--- config.mk ---
export PLATFORM = sky130hd
export DESIGN_NAME = rfs_ctrl
export DESIGN_NICKNAME = d
export VERILOG_FILES = /design/src/rtl/rfs_pkg.sv /design/src/rtl/rfs_ctrl.sv
export SDC_FILE = /design/constraint.sdc
export NUM_CORES = 1
export LEC_CHECK = 0
export ABC_CLOCK_PERIOD_IN_PS = 6100
export BUFFER_PORTS_ARGS = -buffer_cell sky130_fd_sc_hd__buf_2
export CAP_MARGIN = 10
export CORE_MARGIN = 2
export CORE_UTILIZATION = 45
export CTS_CLUSTER_SIZE = 10
export DETAILED_ROUTE_END_ITERATION = 10
export HOLD_SLACK_MARGIN = 0.06
export PLACE_DENSITY_LB_ADDON = 0.3
export SLEW_MARGIN = 20
export SYNTH_ARGS = -nofsm -noshare
export SYNTH_HDL_FRONTEND = slang
export SYNTH_SLANG_ARGS = --single-unit
--- constraint.sdc ---
create_clock -name core_clk -period 6.1 [get_ports core_clk]
set_clock_uncertainty 0.05 [all_clocks]
set_input_delay 0.915 -clock core_clk [delete_from_list [all_inputs] [get_ports core_clk]]
set_output_delay 0.915 -clock core_clk [all_outputs]
set_load 0.02 [all_outputs]
--- src/rtl/rfs_pkg.sv ---
// Package for the reader configuration and sync-bus controller.
// Assumes a 100 MHz core clock and an APB master with 32-bit data.
package rfs_pkg;

	// ----------------------------------------
	// Timing
	// ----------------------------------------
	localparam int CLK_PERIOD_NS = 10;
	localparam int MS_NS = 1_000_000;
	localparam int MS_CYC_DEF = MS_NS / CLK_PERIOD_NS;
	localparam int SYNC_PULSE_NS = 1000;
	localparam int SYNC_PULSE_CYC = SYNC_PULSE_NS / CLK_PERIOD_NS;

	// ----------------------------------------
	// Register offsets
	// ----------------------------------------
	localparam logic [7:0] OFF_CMD = 8'h00;
	localparam logic [7:0] OFF_RANGE = 8'h04;
	localparam logic [7:0] OFF_ATTEN = 8'h08;
	localparam logic [7:0] OFF_FREQ = 8'h0c;
	localparam logic [7:0] OFF_SYNC = 8'h10;
	localparam logic [7:0] OFF_STATUS = 8'h14;
	localparam logic [7:0] OFF_CTRL = 8'h18;

	// ----------------------------------------
	// Field positions
	// ----------------------------------------
	localparam int CMD_OP_LSB = 16;
	localparam int HI_FIELD_LSB = 8;
	localparam int CTRL_IAG_BIT = 0;
	localparam int CTRL_OTH_BIT = 1;
	localparam int CTRL_RF_BIT = 2;
	localparam int STAT_CORRUPT_BIT = 4;
	localparam int STAT_RF_BIT = 5;
	localparam int STAT_FSM_LSB = 8;

	// ----------------------------------------
	// Limits and reset values
	// ----------------------------------------
	localparam logic [11:0] RANGE_MAX = 12'h01f;
	localparam logic [11:0] ATT_MAX = 12'h00a;
	localparam logic [11:0] TOLL_MAX = 12'h00f;
	localparam logic [11:0] FREQ_MAX = 12'h118;
	localparam logic [11:0] DELAY_MAX = 12'h0ff;
	localparam logic [11:0] HOLD_MAX = 12'h00a;
	localparam logic [4:0] RANGE_RST = 5'h1f;
	localparam logic [3:0] ATT_RST = 4'h0;
	localparam logic [3:0] TOLL_RST = 4'h4;
	localparam logic [8:0] FREQ_RST = 9'h000;
	localparam logic [7:0] DELAY_RST = 8'h00;
	localparam logic [7:0] HOLD_RST = 8'h00;

	// ----------------------------------------
	// Types
	// ----------------------------------------
	typedef enum logic [3:0] {
		set_rail_tag_range_cmd = 4'h1,
		set_rf_atten_cmd = 4'h2,
		set_second_family_range_cmd = 4'h3,
		set_toll_atten_cmd = 4'h4,
		set_carrier_freq_cmd = 4'h5,
		set_sync_delay_cmd = 4'h6,
		set_sync_holdoff_cmd = 4'h7,
		show_sync_cmd = 4'h8
	} rfs_op_e;

	typedef enum logic [3:0] {
		resp_none = 4'h0,
		resp_done = 4'h1,
		resp_error = 4'h2,
		freq_store_corrupt_error = 4'h6
	} rfs_resp_e;

	typedef enum logic [2:0] {
		st_count = 3'b001,
		st_hold = 3'b010,
		st_run = 3'b100
	} rfs_sync_e;

	typedef struct packed {
		logic [4:0] rail_range;
		logic [3:0] rf_atten;
		logic [4:0] sec_range;
		logic [3:0] toll_atten;
		logic [8:0] freq_code;
		logic [7:0] sync_delay;
		logic [7:0] sync_holdoff;
		logic iag_en;
		logic oth_en;
	} rfs_cfg_s;

endpackage

--- src/rtl/rfs_ctrl.sv ---
// Reader configuration command interpreter and multi-reader sync-bus timer.
// Assumes an APB master, a persistent frequency store with an integrity flag,
// and a tag protocol engine that reports completion with a one-cycle pulse.
`timescale 1ns/1ps
module rfs_ctrl #(
	parameter int MS_CYC = rfs_pkg::MS_CYC_DEF
) (
	input wire logic core_clk, // System clock.
	input wire logic rst_n, // Synchronous reset, active low.
	input wire logic ce, // Clock enable, freezes all state when low.
	input wire logic psel, // APB select.
	input wire logic penable, // APB enable.
	input wire logic pwrite, // APB direction.
	input wire logic [7:0] paddr, // APB byte address.
	input wire logic [31:0] pwdata, // APB write data.
	output logic [31:0] prdata, // APB read data.
	output logic pready, // APB ready.
	output logic pslverr, // APB error on unmapped address.
	input wire logic sync_in, // Sync bus receive level.
	output logic sync_out, // Sync bus drive level.
	output logic sync_oe, // Sync bus driver enable.
	input wire logic rf_sensor_req, // External sensor RF enable request.
	input wire logic [8:0] nv_freq, // Stored frequency code.
	input wire logic nv_ok, // Stored frequency passes integrity check.
	output logic nv_wr, // Store write strobe.
	output logic [8:0] nv_wdata, // Store write data.
	input wire logic prot_done, // Tag protocols finished.
	output logic tag_start, // Start enabled tag protocols.
	output logic iag_start, // Start the IAG tag sequence.
	output logic rf_en, // RF section enable.
	output logic resp_valid, // Host reply strobe.
	output logic [3:0] resp_code, // Host reply code.
	output rfs_pkg::rfs_cfg_s cfg // Current settings.
);
	import rfs_pkg::*;

	typedef struct packed {
		rfs_cfg_s cfg;
		logic booted;
		logic corrupt;
		logic rf_on;
		logic rf_en;
		logic sensor_d;
		logic sync_in_d;
		logic [16:0] cyc;
		logic [7:0] ms;
		logic [7:0] pcnt;
		rfs_sync_e fsm;
		logic sync_oe;
		logic tag_start;
		logic iag_start;
		logic nv_wr;
		logic [8:0] nv_wdata;
		logic resp_valid;
		logic [3:0] resp_code;
		logic [3:0] last_resp;
		logic [31:0] prdata;
		logic pready;
		logic pslverr;
	} rfs_state_s;

	localparam rfs_cfg_s CFG_RST = '{
		rail_range: RANGE_RST, rf_atten: ATT_RST, sec_range: RANGE_RST,
		toll_atten: TOLL_RST, freq_code: FREQ_RST, sync_delay: DELAY_RST,
		sync_holdoff: HOLD_RST, iag_en: 1'b0, oth_en: 1'b0};

	localparam rfs_state_s ST_RST = '{
		cfg: CFG_RST, fsm: st_count, resp_code: resp_none, last_resp: resp_none,
		default: '0};

	rfs_state_s s;
	rfs_state_s next_s;

	logic setup;
	logic acc_wr;
	logic ms_tick;
	logic sync_rise;
	logic rf_try;
	logic cmd_ok;
	logic [11:0] val;
	logic [3:0] op;

	// ----------------------------------------
	// Next-state logic
	// ----------------------------------------
	always_comb begin
		next_s = s;
		next_s.tag_start = 1'b0;
		next_s.iag_start = 1'b0;
		next_s.nv_wr = 1'b0;
		next_s.resp_valid = 1'b0;
		next_s.pready = 1'b0;
		next_s.pslverr = 1'b0;
		next_s.sensor_d = rf_sensor_req;
		next_s.sync_in_d = sync_in;
		setup = psel && !penable;
		acc_wr = psel && penable && s.pready && pwrite;
		op = pwdata[CMD_OP_LSB +: 4];
		val = pwdata[11:0];
		cmd_ok = 1'b0;
		rf_try = rf_sensor_req && !s.sensor_d;
		sync_rise = sync_in && !s.sync_in_d && !s.sync_oe;
		ms_tick = (s.cyc == 17'(MS_CYC - 1));

		if (!s.booted) begin
			next_s.booted = 1'b1;
			next_s.cfg.freq_code = nv_freq;
			next_s.corrupt = !nv_ok;
			if (!nv_ok) begin
				next_s.resp_valid = 1'b1;
				next_s.resp_code = freq_store_corrupt_error;
			end
		end

		// APB setup phase answers in the following access cycle.
		if (setup) begin
			next_s.pready = 1'b1;
			next_s.prdata = '0;
			case (paddr)
				OFF_CMD: next_s.prdata = '0;
				OFF_RANGE: begin
					next_s.prdata[4:0] = s.cfg.rail_range;
					next_s.prdata[HI_FIELD_LSB +: 5] = s.cfg.sec_range;
				end
				OFF_ATTEN: begin
					next_s.prdata[3:0] = s.cfg.rf_atten;
					next_s.prdata[HI_FIELD_LSB +: 4] = s.cfg.toll_atten;
				end
				OFF_FREQ: next_s.prdata[8:0] = s.cfg.freq_code;
				OFF_SYNC: begin
					next_s.prdata[7:0] = s.cfg.sync_delay;
					next_s.prdata[HI_FIELD_LSB +: 8] = s.cfg.sync_holdoff;
				end
				OFF_STATUS: begin
					next_s.prdata[3:0] = s.last_resp;
					next_s.prdata[STAT_CORRUPT_BIT] = s.corrupt;
					next_s.prdata[STAT_RF_BIT] = s.rf_en;
					next_s.prdata[STAT_FSM_LSB +: 3] = s.fsm;
				end
				OFF_CTRL: begin
					next_s.prdata[CTRL_IAG_BIT] = s.cfg.iag_en;
					next_s.prdata[CTRL_OTH_BIT] = s.cfg.oth_en;
					next_s.prdata[CTRL_RF_BIT] = s.rf_on;
				end
				default: next_s.pslverr = 1'b1;
			endcase
		end

		if (acc_wr && paddr == OFF_CTRL) begin
			next_s.cfg.iag_en = pwdata[CTRL_IAG_BIT];
			next_s.cfg.oth_en = pwdata[CTRL_OTH_BIT];
			next_s.rf_on = pwdata[CTRL_RF_BIT];
			rf_try = rf_try || (pwdata[CTRL_RF_BIT] && !s.rf_on);
		end

		if (rf_try) begin
			next_s.rf_on = 1'b1;
			if (s.corrupt) begin
				next_s.resp_valid = 1'b1;
				next_s.resp_code = freq_store_corrupt_error;
			end
		end

		// Host command response takes priority over a sensor report.
		if (acc_wr && paddr == OFF_CMD) begin
			case (op)
				set_rail_tag_range_cmd: if (val <= RANGE_MAX) begin
					cmd_ok = 1'b1;
					next_s.cfg.rail_range = val[4:0];
				end
				set_rf_atten_cmd: if (val <= ATT_MAX) begin
					cmd_ok = 1'b1;
					next_s.cfg.rf_atten = val[3:0];
				end
				set_second_family_range_cmd: if (val <= RANGE_MAX) begin
					cmd_ok = 1'b1;
					next_s.cfg.sec_range = val[4:0];
				end
				set_toll_atten_cmd: if (val <= TOLL_MAX) begin
					cmd_ok = 1'b1;
					next_s.cfg.toll_atten = val[3:0];
				end
				set_carrier_freq_cmd: if (val <= FREQ_MAX) begin
					cmd_ok = 1'b1;
					next_s.cfg.freq_code = val[8:0];
					next_s.nv_wr = 1'b1;
					next_s.nv_wdata = val[8:0];
					next_s.corrupt = 1'b0;
				end
				set_sync_delay_cmd: if (val <= DELAY_MAX) begin
					cmd_ok = 1'b1;
					next_s.cfg.sync_delay = val[7:0];
				end
				set_sync_holdoff_cmd: if (val <= HOLD_MAX) begin
					cmd_ok = 1'b1;
					next_s.cfg.sync_holdoff = val[7:0];
				end
				show_sync_cmd: cmd_ok = 1'b1;
				default: cmd_ok = 1'b0;
			endcase
			next_s.resp_valid = 1'b1;
			next_s.resp_code = cmd_ok ? resp_done : resp_error;
		end
		if (next_s.resp_valid) begin
			next_s.last_resp = next_s.resp_code;
		end
		next_s.rf_en = next_s.rf_on && !next_s.corrupt;

		// Sync bus driver stretches its pulse for a fixed width.
		if (s.pcnt != 8'h00) begin
			next_s.pcnt = s.pcnt - 8'h01;
		end
		next_s.sync_oe = (next_s.pcnt != 8'h00);
		next_s.cyc = ms_tick ? 17'h0_0000 : s.cyc + 17'h0_0001;

		case (s.fsm)
			st_count: begin
				if (s.cfg.sync_delay == 8'h00) begin
					next_s.cyc = '0;
					next_s.ms = '0;
				// A delay lowered mid-count fires at the next tick instead of wrapping.
				end else if (sync_rise || (ms_tick && s.ms + 8'h01 >= s.cfg.sync_delay)) begin
					if (!sync_rise) begin
						next_s.pcnt = 8'(SYNC_PULSE_CYC);
						next_s.sync_oe = 1'b1;
					end
					next_s.tag_start = 1'b1;
					next_s.cyc = '0;
					next_s.ms = '0;
					if (s.cfg.iag_en && s.cfg.sync_holdoff != 8'h00) begin
						next_s.fsm = st_hold;
					end else begin
						next_s.iag_start = s.cfg.iag_en;
						next_s.fsm = (s.cfg.iag_en || s.cfg.oth_en) ? st_run : st_count;
					end
				end else if (ms_tick) begin
					next_s.ms = s.ms + 8'h01;
				end
			end
			st_hold: begin
				if (ms_tick && s.ms + 8'h01 >= s.cfg.sync_holdoff) begin
					next_s.iag_start = 1'b1;
					next_s.fsm = st_run;
				end else if (ms_tick) begin
					next_s.ms = s.ms + 8'h01;
				end
			end
			st_run: begin
				next_s.cyc = '0;
				next_s.ms = '0;
				if (prot_done) begin
					next_s.fsm = st_count;
				end
			end
			default: next_s.fsm = st_count;
		endcase
	end

	// ----------------------------------------
	// State register
	// ----------------------------------------
	always_ff @(posedge core_clk) begin
		if (!rst_n) begin
			s <= ST_RST;
		end else if (ce) begin
			s <= next_s;
		end
	end

	assign prdata = s.prdata;
	assign pready = s.pready;
	assign pslverr = s.pslverr;
	assign sync_out = s.sync_oe;
	assign sync_oe = s.sync_oe;
	assign nv_wr = s.nv_wr;
	assign nv_wdata = s.nv_wdata;
	assign tag_start = s.tag_start;
	assign iag_start = s.iag_start;
	assign rf_en = s.rf_en;
	assign resp_valid = s.resp_valid;
	assign resp_code = s.resp_code;
	assign cfg = s.cfg;
endmodule

==> results.ini <==
[floorplan]
core_um2=15800
die_w_um=131
die_h_um=131
start_util_pct=45.8
io_pins=158
num_rows=46
die-area_um2=17200

[synthesis]
ys_seq_area_share_pct=35.0
synthXorXnorAreaFrac_pct=3.02
synth_fa_ha_area_share_pct=3.45
synth_top_area_share_pct=35.0
synth-compound-area-share_pct=15.6
synth_top_family_by_area=simple AND/OR/NAND/NOR gates
synth.most_common_cell=dfxtp_1
synth-async-reset-ratio_pct=0
ys_warn_count=0
muxShareOfSynthArea_pct=6.78
ys_seq_elements=127
synth_top_area_cell=dfxtp_1
avgSynthCellArea_um2=8.25
synth_commonest_cells=dfxtp_1 (127), nor2_1 (100), buf_4 (91), nand2_1 (78), a21oi_1 (53)
synth_simple_gate_area_share_pct=22.5
synth_area_leaders=dfxtp_1 (35%), buf_4 (9.4%), mux2i_1 (6.6%)
syn_inst=880
synthFlopType=dfxtp_1
synth_edf_count=0
ys_types=70
netlist_area_um2=7260

[sta]
fmax_mhz=290
fin_crit_sh_pct=56.6
drv_slew=0
slew_headroom_pct=42.9
tightest_slew_ps=857
tns_ps=0
hold_ws_ps=395
rsz0062_at_grt=false
hold_viol_final=0
period_minus_slack_ps=3450
setup_viol=0
finalWorstSetupSlack_ps=2650

[grt]
grt_pass1_wl_um=31000
grtUsageMet3_pct=5.90
grt_overflow=0
grt_pass1_vias=5788
grt_use_total_pct=23.6
antenna_found_initial=0
use_met1_pct=32.3
gr-max-usage-layer=met2
grt_max_degree=65
use_met2_pct=36.2

[job]
drv_cap=0

[cts]
clkSinkCount=127
path_clk_slew_ps=60
cts_made_buffers=17
cts_hold_buf=0
cts_resized=0
cts_buffer_depth=2
cts_tree=built
clk_latency_ps=420
htree_levels=4
postCtsSetupBuffers=0
root_buffer=clkbuf_16

[route]
drt-vias-per-instance=5.51
drt-total-wl_um=19500
drt_iter0_markers=452
vias=6268
ant_nets=0
wl_per_cell_um=17.2
drc_errors=0
drt_pass1_iterations=5

[hold_path]
hp-class=register to register
hp-start=resp_code[1]$_SDFFE_PN0P_
min_to=resp_code[1]$_SDFFE_PN0P_
whs_path_depth=2

[run_status]
status=complete, no violations

[critical_path]
reg2reg_to=s[58]$_SDFFE_PN0P_
r2r_slack_ps=2650
end_kind=register
path_max_fanout=6
required_ps=6350
worstSetupStartpointType=register
cp.arrival_ps=3710
r2r_cells=12
path_class=register to register
critical_path.reg2reg.startpoint=s[67]$_SDFFE_PN0P_

[finish]
final_util_pct=50.8
multiInputGateArea_um2=3790
fillers=1523
syn_to_final_growth_pct=10.9
ff_latch_area_um2=2540
final_nets=988
antennaDiodeCount=0
drive_gt1_share_pct=19.8

[pwr]
peakVddDrop_v=0.000202
powerDensity_nw_per_um2=306
p_leak_nw=3.26
finalPower_mw=2.46

[placement]
place_hpwl_um=13600
dp_slack_ps=2590
gp_congestion=0.941
port_buffers=125

cells in the final DEF, fill, tap and decap left out, types with 5 or more instances in the layout:
master	count
a21oi_1	53
nor4_1	6
xor2_1	9
a221oi_1	11
or3_1	10
buf_2	125
clkbuf_16	17
nand3_1	26
o31ai_1	11
dfxtp_1	127
and3_1	14
xnor2_1	16
o21a_1	9
a22o_1	9
inv_1	28
or4_1	9
and2_1	8
o21ai_0	36
ha_1	20
buf_4	5
mux2i_1	48
nand2b_1	6
nand4_1	13
nand2_1	78
a211oi_1	8
nor2_1	100
nor3_1	22
conb_1	16
bufinv_16	5
metal layers:
metal	wire [um]	part of all wire, %
met1	9270	47
met2	8660	44
met4	321	1.6
met3	1290	6.6
met5	0	0
critical path, cell delays in order (launching register included):
cell       delay [ps]
dfxtp_1           420
ha_1              240
nand3_1           180
inv_1              90
nand3_1           130
xnor2_1           240
ha_1              280
o21ai_0           170
nor2_1             80
a211oi_1          560
o21ai_0           340
nor3b_1           220
a2111oi_0         340
kinds of logic after synthesis:
logic type                 after synthesis
AOI/OAI and AO/OA                      170
xor gates and xnor gates                25
adders and majority gates               20
buffers and inverters                  165
DFF                                    127
muxes                                   49
other                                    1
and+or+nand+nor                        323
how the worst max path moves through the flow:
stage | slack [ps] | end | from | depth (start not counted)
after CTS | 2600 | s[58]$_SDFFE_PN0P_ | s[67]$_SDFFE_PN0P_ | 12
after floorplan | 3180 | s[68]$_SDFFE_PN0P_ | s[67]$_SDFFE_PN0P_ | 13
after global placement | 2630 | nv_wdata[8]$_SDFFE_PN0P_ | pwdata[19] | 6
after detailed placement | 2590 | nv_wdata[7]$_SDFFE_PN0P_ | pwdata[0] | 7
final | 2650 | s[58]$_SDFFE_PN0P_ | s[67]$_SDFFE_PN0P_ | 12
after global routing | 2140 | s[58]$_SDFFE_PN0P_ | s[67]$_SDFFE_PN0P_ | 12
through the flow:
step           std cells  cell area (um2)
2_1_floorplan        895             7310
3_3_place_gp        1106             7370
3_5_place_dp        1106             7370
4_1_cts             1138             8040
5_1_grt             1138             8050
6_report            1138             8050
final cells by class:
type,count,share of cell area [%]
Clock inverter,9,2.22
Tap cell,216,3.36
Inverter,30,1.40
Sequential cell,127,31.6
Multi-Input combinational cell,603,47.1
Clock buffer,23,6.07
Timing Repair Buffer,130,8.24
report_power, final:
part	total, mW	internal [mW]	switching (mW)	leakage [nW]
sequential	0.913	0.869	0.0446	1.03
combinational	0.400	0.149	0.251	1.91
clock	1.15	0.769	0.382	0.320
total	2.46	1.79	0.677	3.26
state kept, by name, summed over array words and instances, names as in the netlist:
| name | cells |
|---|---|
| cfg | 45 |
| iag_start | 1 |
| nv_wdata | 9 |
| nv_wr | 1 |
| prdata | 16 |
| pready | 1 |
| pslverr | 1 |
| resp_code | 4 |
| resp_valid | 1 |
| rf_en | 1 |
| s | 45 |
| sync_oe | 1 |
| tag_start | 1 |
(Power assumes the default switching activity.)
